`src/lt_regs_cfg.svh`:
```
// Register indices, field positions and reset values of the link training register bank.
`ifndef LT_REGS_CFG_SVH
`define LT_REGS_CFG_SVH
`define IDX_OVERRIDE_CTRL   10'h0D0
`define IDX_UPDATE_REQUEST  10'h0D1
`define IDX_LANE_STATUS     10'h0D2
`define IDX_LOCAL_COEF      10'h0D4
`define IDX_IRQ_STATUS      10'h0F0
`define IDX_IRQ_MASK        10'h0F1
`define BIT_PARTNER_OVR     16
`define BIT_LOCAL_OVR       17
`define BIT_PARTNER_SEND    4
`define POS_LOCAL_REQ       8
`define POS_STATUS_L1       8
`define POS_STATUS_L2       16
`define POS_STATUS_L3       24
`define RST_OVERRIDE        2'h0
`define RST_FIELD           6'h00
`define RST_IRQ             5'h00
`endif

```
`src/lt_regs_pkg.sv`:
```
// Types shared by the link training register bank.
package lt_regs_pkg;
    // Two-bit coefficient request code: hold, increment, decrement, reserved.
    typedef enum logic [1:0] {COEF_HOLD, COEF_INC, COEF_DEC, COEF_RSVD} coef_req_t;
    typedef logic [5:0] lane_status_t;
endpackage : lt_regs_pkg
```
`src/link_training_coef_override_regs.sv`:
```
// APB register bank for link training coefficient overrides and lane status.
`timescale 1ns/1ps
`include "lt_regs_cfg.svh"

// Overview of operation
// Writing 1 to the lane 2 local update bit applies the lane 2 local transmit coefficients.
// Writing 1 to the lane 3 local update bit applies the lane 3 local transmit coefficients.
// Each local update bit clears itself, and writing 0 to it changes nothing.
// Local update bits act only while the local override enable is 1 and are ignored otherwise.
// Lane 1 status is a read-only six-bit copy of the lane 0 status layout.
// Lane 2 and lane 3 status are read-only six-bit fields with the lane 0 layout.
// Software judges a frame lock error unrecoverable when the lane tap settings are initial.
// The lane 0 local request field follows the low six bits of the sent frame first word.
// The lane 0 local request field is writable only while the partner override enable is set.
// The upper pair encodes decrement as 10, hold as 00, and 11 is reserved.
// The middle and lowest pairs use the same two-bit encoding as the upper pair.
// Software sets the partner override enable and then the lane 0 send bit to transmit.
// Code 01 in any pair means increment.
// A self-clearing bit reads 0 from the cycle after the engine registers the request.
module link_training_coef_override_regs
    import lt_regs_pkg::*;
#(
    parameter int LANES = 4
) (
    input  wire logic               core_clk,
    input  wire logic               srst,
    input  wire logic               psel,
    input  wire logic               penable,
    input  wire logic               pwrite,
    input  wire logic [11:0]        paddr,
    input  wire logic [31:0]        pwdata,
    output logic      [31:0]        prdata,
    output logic                    pready,
    output logic                    pslverr,
    input  wire logic [8*LANES-1:0] lane_coef,
    input  wire logic [6*LANES-1:0] lane_status,
    input  wire logic [5:0]         tx_frame_word,
    output logic      [LANES-1:0]   coef_apply,
    output logic      [8*LANES-1:0] applied_coef,
    output logic                    partner_send,
    output logic      [5:0]         local_coef_request_field,
    output logic                    partner_coef_override_enable,
    output logic                    irq
);

    // Bus state and register storage.
    logic              pready_ff;
    logic              pslverr_ff;
    logic [31:0]       prdata_ff;
    logic [1:0]        override_ff;
    logic [LANES-1:0]  local_req_ff;
    logic              send_req_ff;
    logic [LANES-1:0]  apply_ff;
    logic [8*LANES-1:0] applied_ff;
    logic              send_ff;
    logic [5:0]        field_ff;
    logic [4:0]        irq_status_ff;
    logic [4:0]        irq_mask_ff;
    logic              irq_ff;

    // Address decode; printed offsets are word indices, so the byte address is four times that.
    wire logic [9:0] word_idx   = paddr[11:2];
    wire logic       access     = psel & penable;
    wire logic       wr_en      = access & pready_ff & pwrite;
    wire logic       rd_take    = access & ~pready_ff;
    wire logic       hit_ovr    = (word_idx == `IDX_OVERRIDE_CTRL);
    wire logic       hit_req    = (word_idx == `IDX_UPDATE_REQUEST);
    wire logic       hit_stat   = (word_idx == `IDX_LANE_STATUS);
    wire logic       hit_coef   = (word_idx == `IDX_LOCAL_COEF);
    wire logic       hit_ists   = (word_idx == `IDX_IRQ_STATUS);
    wire logic       hit_imsk   = (word_idx == `IDX_IRQ_MASK);
    wire logic       mapped     = hit_ovr | hit_req | hit_stat | hit_coef | hit_ists | hit_imsk;
    wire logic       local_ovr  = override_ff[1];
    wire logic       partner_ovr = override_ff[0];

    // Request writes are dropped unless the matching override is on.
    wire logic [LANES-1:0] local_wr =
        (wr_en & hit_req & local_ovr) ? pwdata[`POS_LOCAL_REQ +: LANES] : '0;
    wire logic send_wr = wr_en & hit_req & partner_ovr & pwdata[`BIT_PARTNER_SEND];

    // Reserved codes written by software are stored as hold so the engine never sees them.
    function automatic logic [1:0] clean_pair(input logic [1:0] code);
        clean_pair = (code == COEF_RSVD) ? 2'(COEF_HOLD) : code;
    endfunction : clean_pair

    wire logic [5:0] field_wdata = {clean_pair(pwdata[5:4]),
                                    clean_pair(pwdata[3:2]),
                                    clean_pair(pwdata[1:0])};
    wire logic       field_wr    = wr_en & hit_coef & partner_ovr;
    wire logic [5:0] nxt_field   = field_wr ? field_wdata :
                                   (partner_ovr ? field_ff : tx_frame_word);

    // Status word: four six-bit lane fields on byte boundaries.
    wire logic [31:0] status_word = {2'h0, lane_status[23:18], 2'h0, lane_status[17:12],
                                     2'h0, lane_status[11:6], 2'h0, lane_status[5:0]};
    wire logic [31:0] req_word    = {20'h0, local_req_ff, 3'h0, send_req_ff, 4'h0};

    wire logic [31:0] rd_mux =
        hit_ovr  ? {14'h0, override_ff, 16'h0} :
        hit_req  ? req_word :
        hit_stat ? status_word :
        hit_coef ? {26'h0, field_ff} :
        hit_ists ? {27'h0, irq_status_ff} :
        hit_imsk ? {27'h0, irq_mask_ff} : 32'h0;

    // Events: each applied lane request and each partner send.
    wire logic [4:0] events   = {send_ff, apply_ff};
    wire logic [4:0] w1c      = (wr_en & hit_ists) ? pwdata[4:0] : 5'h00;
    // Set wins over clear so an event landing on the clearing write is kept.
    wire logic [4:0] nxt_ists = (irq_status_ff & ~w1c) | events;

    // APB handshake: one wait state, so every access ends on the second access-phase edge.
    always_ff @(posedge core_clk)
    begin
        if (srst)
        begin
            pready_ff  <= 1'b0;
            pslverr_ff <= 1'b0;
            prdata_ff  <= 32'h0;
        end
        else
        begin
            pready_ff  <= rd_take;
            pslverr_ff <= rd_take & ~mapped;
            if (rd_take)
                prdata_ff <= pwrite ? 32'h0 : rd_mux;
        end
    end

    // Override enables written by software.
    always_ff @(posedge core_clk)
    begin
        if (srst)
            override_ff <= `RST_OVERRIDE;
        else if (wr_en & hit_ovr)
            override_ff <= {pwdata[`BIT_LOCAL_OVR], pwdata[`BIT_PARTNER_OVR]};
    end

    // Self-clearing requests: held one cycle, then taken by the engine as a pulse.
    always_ff @(posedge core_clk)
    begin
        if (srst)
        begin
            local_req_ff <= '0;
            send_req_ff  <= 1'b0;
            apply_ff     <= '0;
            send_ff      <= 1'b0;
        end
        else
        begin
            local_req_ff <= local_wr;
            send_req_ff  <= send_wr;
            apply_ff     <= local_req_ff & {LANES{local_ovr}};
            send_ff      <= send_req_ff & partner_ovr;
        end
    end

    // Coefficients are captured from the lane's value field when its request is taken.
    always_ff @(posedge core_clk)
    begin
        if (srst)
            applied_ff <= '0;
        else
            for (int i = 0; i < LANES; i++)
                if (local_req_ff[i] & local_ovr)
                    applied_ff[8*i +: 8] <= lane_coef[8*i +: 8];
    end

    // Lane 0 local request field, interrupt status, mask and line.
    always_ff @(posedge core_clk)
    begin
        if (srst)
        begin
            field_ff      <= `RST_FIELD;
            irq_status_ff <= `RST_IRQ;
            irq_mask_ff   <= `RST_IRQ;
            irq_ff        <= 1'b0;
        end
        else
        begin
            field_ff      <= nxt_field;
            irq_status_ff <= nxt_ists;
            if (wr_en & hit_imsk)
                irq_mask_ff <= pwdata[4:0];
            irq_ff        <= |(irq_status_ff & irq_mask_ff);
        end
    end

    assign prdata                       = prdata_ff;
    assign pready                       = pready_ff;
    assign pslverr                      = pslverr_ff;
    assign coef_apply                   = apply_ff;
    assign applied_coef                 = applied_ff;
    assign partner_send                 = send_ff;
    assign local_coef_request_field     = field_ff;
    assign partner_coef_override_enable = override_ff[0];
    assign irq                          = irq_ff;
endmodule : link_training_coef_override_regs

```
`config.mk`:
```
export PLATFORM = sky130hd
export DESIGN_NAME = link_training_coef_override_regs
export DESIGN_NICKNAME = d
export VERILOG_FILES = /design/src/lt_regs_pkg.sv /design/src/link_training_coef_override_regs.sv
export VERILOG_INCLUDE_DIRS = /design/src
export SDC_FILE = /design/constraint.sdc
export NUM_CORES = 1
export LEC_CHECK = 0
export BUFFER_PORTS_ARGS = -buffer_cell sky130_fd_sc_hd__buf_2
export CAP_MARGIN = 15
export CORE_ASPECT_RATIO = 0.8
export CORE_MARGIN = 2
export CORE_UTILIZATION = 48
export CTS_CLUSTER_DIAMETER = 100
export DETAILED_ROUTE_END_ITERATION = 8
export MAX_ROUTING_LAYER = met4
export PLACE_DENSITY = 0.86
export SLEW_MARGIN = 20
export SYNTH_ARGS = -nofsm -noshare
export SYNTH_HDL_FRONTEND = slang
export SYNTH_SLANG_ARGS = --single-unit
```
`constraint.sdc`:
```
create_clock -name core_clk -period 3.6 [get_ports core_clk]
set_input_delay 1.08 -clock core_clk [delete_from_list [all_inputs] [get_ports core_clk]]
set_output_delay 1.08 -clock core_clk [all_outputs]
set_load 0.01 [all_outputs]
```
### Yosys cells after proc, flatten, opt, wreduce, memory -nomap -nowiden

Cells that the tools add are included.

| storage, ports and cells | value |
|---|---|
| flip-flop bits (word level) | 95 |
| input port bits | 111 |
| output and inout port bits | 79 |
| word-level logic and storage cells | 73 |

| cells by class | value |
|---|---|
| equal/unequal tests | 10 |
| mux-type cells | 13 |
| bitwise logic cells | 32 |
| reductions and logical operators | 2 |

Operator list:

| kind | count |
|---|---|
| $mux W30 | 4 |
| $eq A10 B8 Y1 const B | 6 |
| $and A1 B1 Y1 | 19 |
| $mux W6 | 3 |
| $mux W5 | 3 |
| $and A5 B5 Y5 | 2 |
| $eq A2 B2 Y1 const B | 3 |
| $mux W2 | 3 |
| $not A5 Y5 | 1 |
| $or A1 B1 Y1 | 5 |
| $or A5 B5 Y5 | 1 |
| $reduce_or A5 Y1 | 1 |
| $and A4 B4 Y4 | 1 |
| $not A1 Y1 | 3 |
| $ne A2 B1 Y1 const B | 1 |
| $reduce_or A2 Y1 | 1 |

### Longest topological paths before layout

| depth | value |
|---|---|
| depth after elaboration | 8 |
| gate-level depth with buffers | 7 |
| depth with buffers taken out | 5 |

### Least setup slack after synthesis

Ideal clock, no wire load.

| timing path | value |
|---|---|
| path kind | input to register |
| start | input port paddr[5] |
| end | register irq_status_ff[4] |
| library setup time | 0.128 ns |
| data arrival time | 2.244 ns |
| required time | 3.472 ns |
| slack | 1.229 ns |
| stages on the path | 5 |
| path buffers | 0 |
| cell sequence | or4_4 > nor4_4 > nand2_1 > a21oi_1 > nor2_1 |

| on the way | value |
|---|---|
| cells in the longest elaborated chain, start to end | 6 |

RTL lines:

| element | RTL line | RTL |
|---|---|---|
| start, declared | link_training_coef_override_regs.sv:30 | `input wire logic [11:0] paddr,` |
| $eq A10 B8 Y1 (no source line) | n/a |  |
| $and A1 B1 Y1 | link_training_coef_override_regs.sv:108 | `wire logic [4:0] w1c = (wr_en & hit_ists) ? pwdata[4:0] : 5'h00;` |
| $mux W5 | link_training_coef_override_regs.sv:108 |  |
| $not A5 Y5 | link_training_coef_override_regs.sv:110 | `wire logic [4:0] nxt_ists = (irq_status_ff & ~w1c) \| events;` |
| $and A5 B5 Y5 | link_training_coef_override_regs.sv:110 |  |
| $or A5 B5 Y5 | link_training_coef_override_regs.sv:110 |  |
| end signal, assigned | link_training_coef_override_regs.sv:175 | `` irq_status_ff <= `RST_IRQ; `` |
| end signal, assigned | link_training_coef_override_regs.sv:182 | `irq_status_ff <= nxt_ists;` |
| end, declared | link_training_coef_override_regs.sv:57 | `logic [4:0] irq_status_ff;` |

Every way passes these cells.
A chain may end at the register's enable or synchronous reset.

### Final worst setup path

| timing path | value |
|---|---|
| start | input port paddr[4] |
| end | register prdata_ff[11] (netlist: prdata[11]) |

| on the way | value |
|---|---|
| cells in the longest elaborated chain, start to end | 5 |
| elaborated cells between the ends (all ways) | 7 |
| classes of those cells | eq/ne: 3; mux: 4 |

RTL lines:

| element | RTL line | RTL |
|---|---|---|
| $eq A10 B8 Y1 (no source line) | n/a |  |
| $mux W30 | link_training_coef_override_regs.sv:101 | `hit_stat ? status_word :` |
| $mux W30 | link_training_coef_override_regs.sv:100 | `hit_req ? req_word :` |
| $mux W30 (*) | link_training_coef_override_regs.sv:99 | `hit_ovr ? {14'h0, override_ff, 16'h0} :` |
| $mux W30 (*) | link_training_coef_override_regs.sv:126 | `prdata_ff <= pwrite ? 32'h0 : rd_mux;` |
| end signal, assigned | link_training_coef_override_regs.sv:126 |  |
| end, declared | link_training_coef_override_regs.sv:49 | `logic [31:0] prdata_ff;` |

Every way passes the cells marked *; elsewhere a longest branch is shown, timed or not.

==> results.json <==
{
  "grt_pass1_vias": 3167,
  "cts_tree": "built",
  "top_layer": "met4",
  "numCtsBuffers": 9,
  "yosys.area.top_type": "dfxtp_1",
  "r2r_slack_ns": 1.73,
  "worstSkewPairLatency_ns": 0.36,
  "pre_cts_slack_ns": 0.811,
  "cts_max_level": 3,
  "gp_congestion": 0.891,
  "rsz0062_at_grt": "no",
  "cts_sinks": 87,
  "post_cts_buffers": 0,
  "syn_avg_cell_area_um2": 8.74,
  "vias_per_cell": 5.54,
  "yosys.cell_types.count": 48,
  "postPlaceCellArea_um2": 4360,
  "worst-endpoint-required_ns": 3.88,
  "period_needed_ns": 2.42,
  "clk_path_buf_depth": 2,
  "end_kind": "flop",
  "ys_warn_count": 0,
  "synth_top_area_share": 0.488,
  "grt_overflow": 0,
  "worst-slew-pin-transition_ns": 1.06,
  "grt_max_degree": 55,
  "place_inst": 634,
  "design.die.area_um2": 8140,
  "drive_gt1_frac": 0.341,
  "final_max_slew_viol_count": 0,
  "setup_ws_ns": 1.18,
  "final_hold_viol_count": 0,
  "path_max_fanout": 19,
  "hpwl_um": 7290,
  "arrival_ns": 2.70,
  "dr.first_iter.drc_count": 152,
  "synth-edff-count": 0,
  "io_pins": 190,
  "drv_cap": 0,
  "fmaxAchievable_mhz": 414,
  "die_y_um": 81.1,
  "wl_per_cell_um": 15.0,
  "r2r_start": "override_ff[1]",
  "startpoint_type": "input port",
  "initial_core_util": 0.489,
  "ant_nets": 0,
  "cts_resized": 0,
  "path_clk_slew_ns": 0.08,
  "layout.nets": 666,
  "cts_hold_buf": 0,
  "fp.dieW_um": 100,
  "wirelength_um": 9760,
  "grt_util_all_layers": 0.239,
  "final_common_cell": "buf_2",
  "crit_end": "prdata[11]",
  "root_buffer": "clkbuf_8",
  "synthesis.area_um2": 3570,
  "met2_length_um": 4570,
  "setup_violations": 0,
  "wirelength_met1_um": 4290,
  "setup_tns_ns": 0,
  "async_flop_share": 0,
  "first_pass_iters": 4,
  "total_leakage_power_nw": 1.94,
  "fill_cells": 625,
  "vdd_drop_max_mv": 0.221,
  "yosysSeqAreaShare": 0.488,
  "min_period_over_period": 0.672,
  "relSlewSlack": 0.295,
  "port_buffers": 159,
  "layout_common_cells": "buf_2, dfxtp_1, nand2_1",
  "startpoint": "paddr[4]",
  "synthToLayoutAreaGrowth_pct": 27.5,
  "fin_cells": 650,
  "whs_ns": 0.455,
  "antenna_found_initial": 0,
  "syn_inst": 408,
  "postLayoutCellArea_um2": 4550,
  "skew_ns": 0.0136,
  "coreArea_um2": 7290,
  "diodes": 0,
  "wl_met3_um": 824,
  "vias": 3598,
  "path_class": "input port to flop",
  "timing.rr.end": "applied_coef[7]",
  "hp-class": "flop to flop",
  "yosys_most_used_dff": "dfxtp_1",
  "grt_pass1_wl_um": 14900,
  "outcome": "finished clean",
  "num_rows": 28,
  "p_per_area_nw_per_um2": 380,
  "drc": 0,
  "r2r_cells": 3,
  "ys_ff_latch": 87,
  "synthTopCellsByArea": "dfxtp_1, a21oi_1, nand2_1"
}
## state kept, by name, indices dropped and copies added, names as in the netlist, 2 cells and up
| name | count |
|---|---|
| prdata | 24 |
| applied_coef | 32 |
| local_req_ff | 4 |
| irq_mask_ff | 5 |
| irq_status_ff | 5 |
| local_coef_request_field | 6 |
| override_ff | 2 |
| coef_apply | 4 |
## synthesized netlist by cell type, drive strengths merged, types with 4 or more instances
master and count:
nor3 5, nand3 35, nand3b 5, buf 14
a22oi 17, a21oi 53, nand2 63, mux2i 9
a32o 4, nor2 42, o21ai 5, and2 5
nand4b 7, clkbuf 19, a311oi 6, dfxtp 87
o22ai 4
## per-layer routing
metal / vias up / GRT usage
met3: 8 / 0.0680
met4: 0 / 0.0479
met5: - / -
met1: 1658 / 0.299
li1: 1748 / -
met2: 184 / 0.390
## kinds of logic after synthesis
family / count (synthesis) / share of synthesized area
and+or+nand+nor: 179 / 0.265
AOI/OAI and AO/OA: 99 / 0.174
DFF: 87 / 0.488
buffers and inverters: 33 / 0.0460
muxes: 9 / 0.0253
other: 1 / 0.00105
## stage by stage
step	total power, mW	util
global placement	1.10	0.598
floorplan	1.04	-
finish	1.73	0.624
detailed placement	1.11	0.598
CTS	1.75	0.624
global route	1.79	0.624
## worst min path at each step
| stage | cells past startpoint | startpoint | to |
|---|---|---|---|
| after floorplan | 1 | send_req_ff | partner_send |
| after global placement | 2 | prdata[11] | prdata[11] |
| after detailed placement | 2 | prdata[9] | prdata[9] |
| after CTS | 2 | prdata[9] | prdata[9] |
| after global routing | 2 | applied_coef[16] | applied_coef[16] |
| final | 2 | prdata[9] | prdata[9] |
## power breakdown
part           internal [mW]  total [mW]  switching [mW]
clock                  0.266       0.641           0.375
combinational         0.0506       0.116          0.0656
sequential             0.966       0.969         0.00336
total                   1.28        1.73           0.444
## cell type report
class	count	area, µm²	share of cell area
repair buffers	162	818	0.180
flip-flops and latches	87	1740	0.383
multi-input cells	295	1690	0.371
clock inverters	7	63.8	0.0140
well taps	90	113	0.0248
clock buffers	9	124	0.0272
## worst max-delay path: stages
cell	delay (ns)
buf_2	0.14
nor4_4	0.39
nand3b_2	0.26
nor2_4	0.48
a22oi_1	0.17
a21oi_1	0.17
No activity file was read; power rests on OpenSTA's default activity.
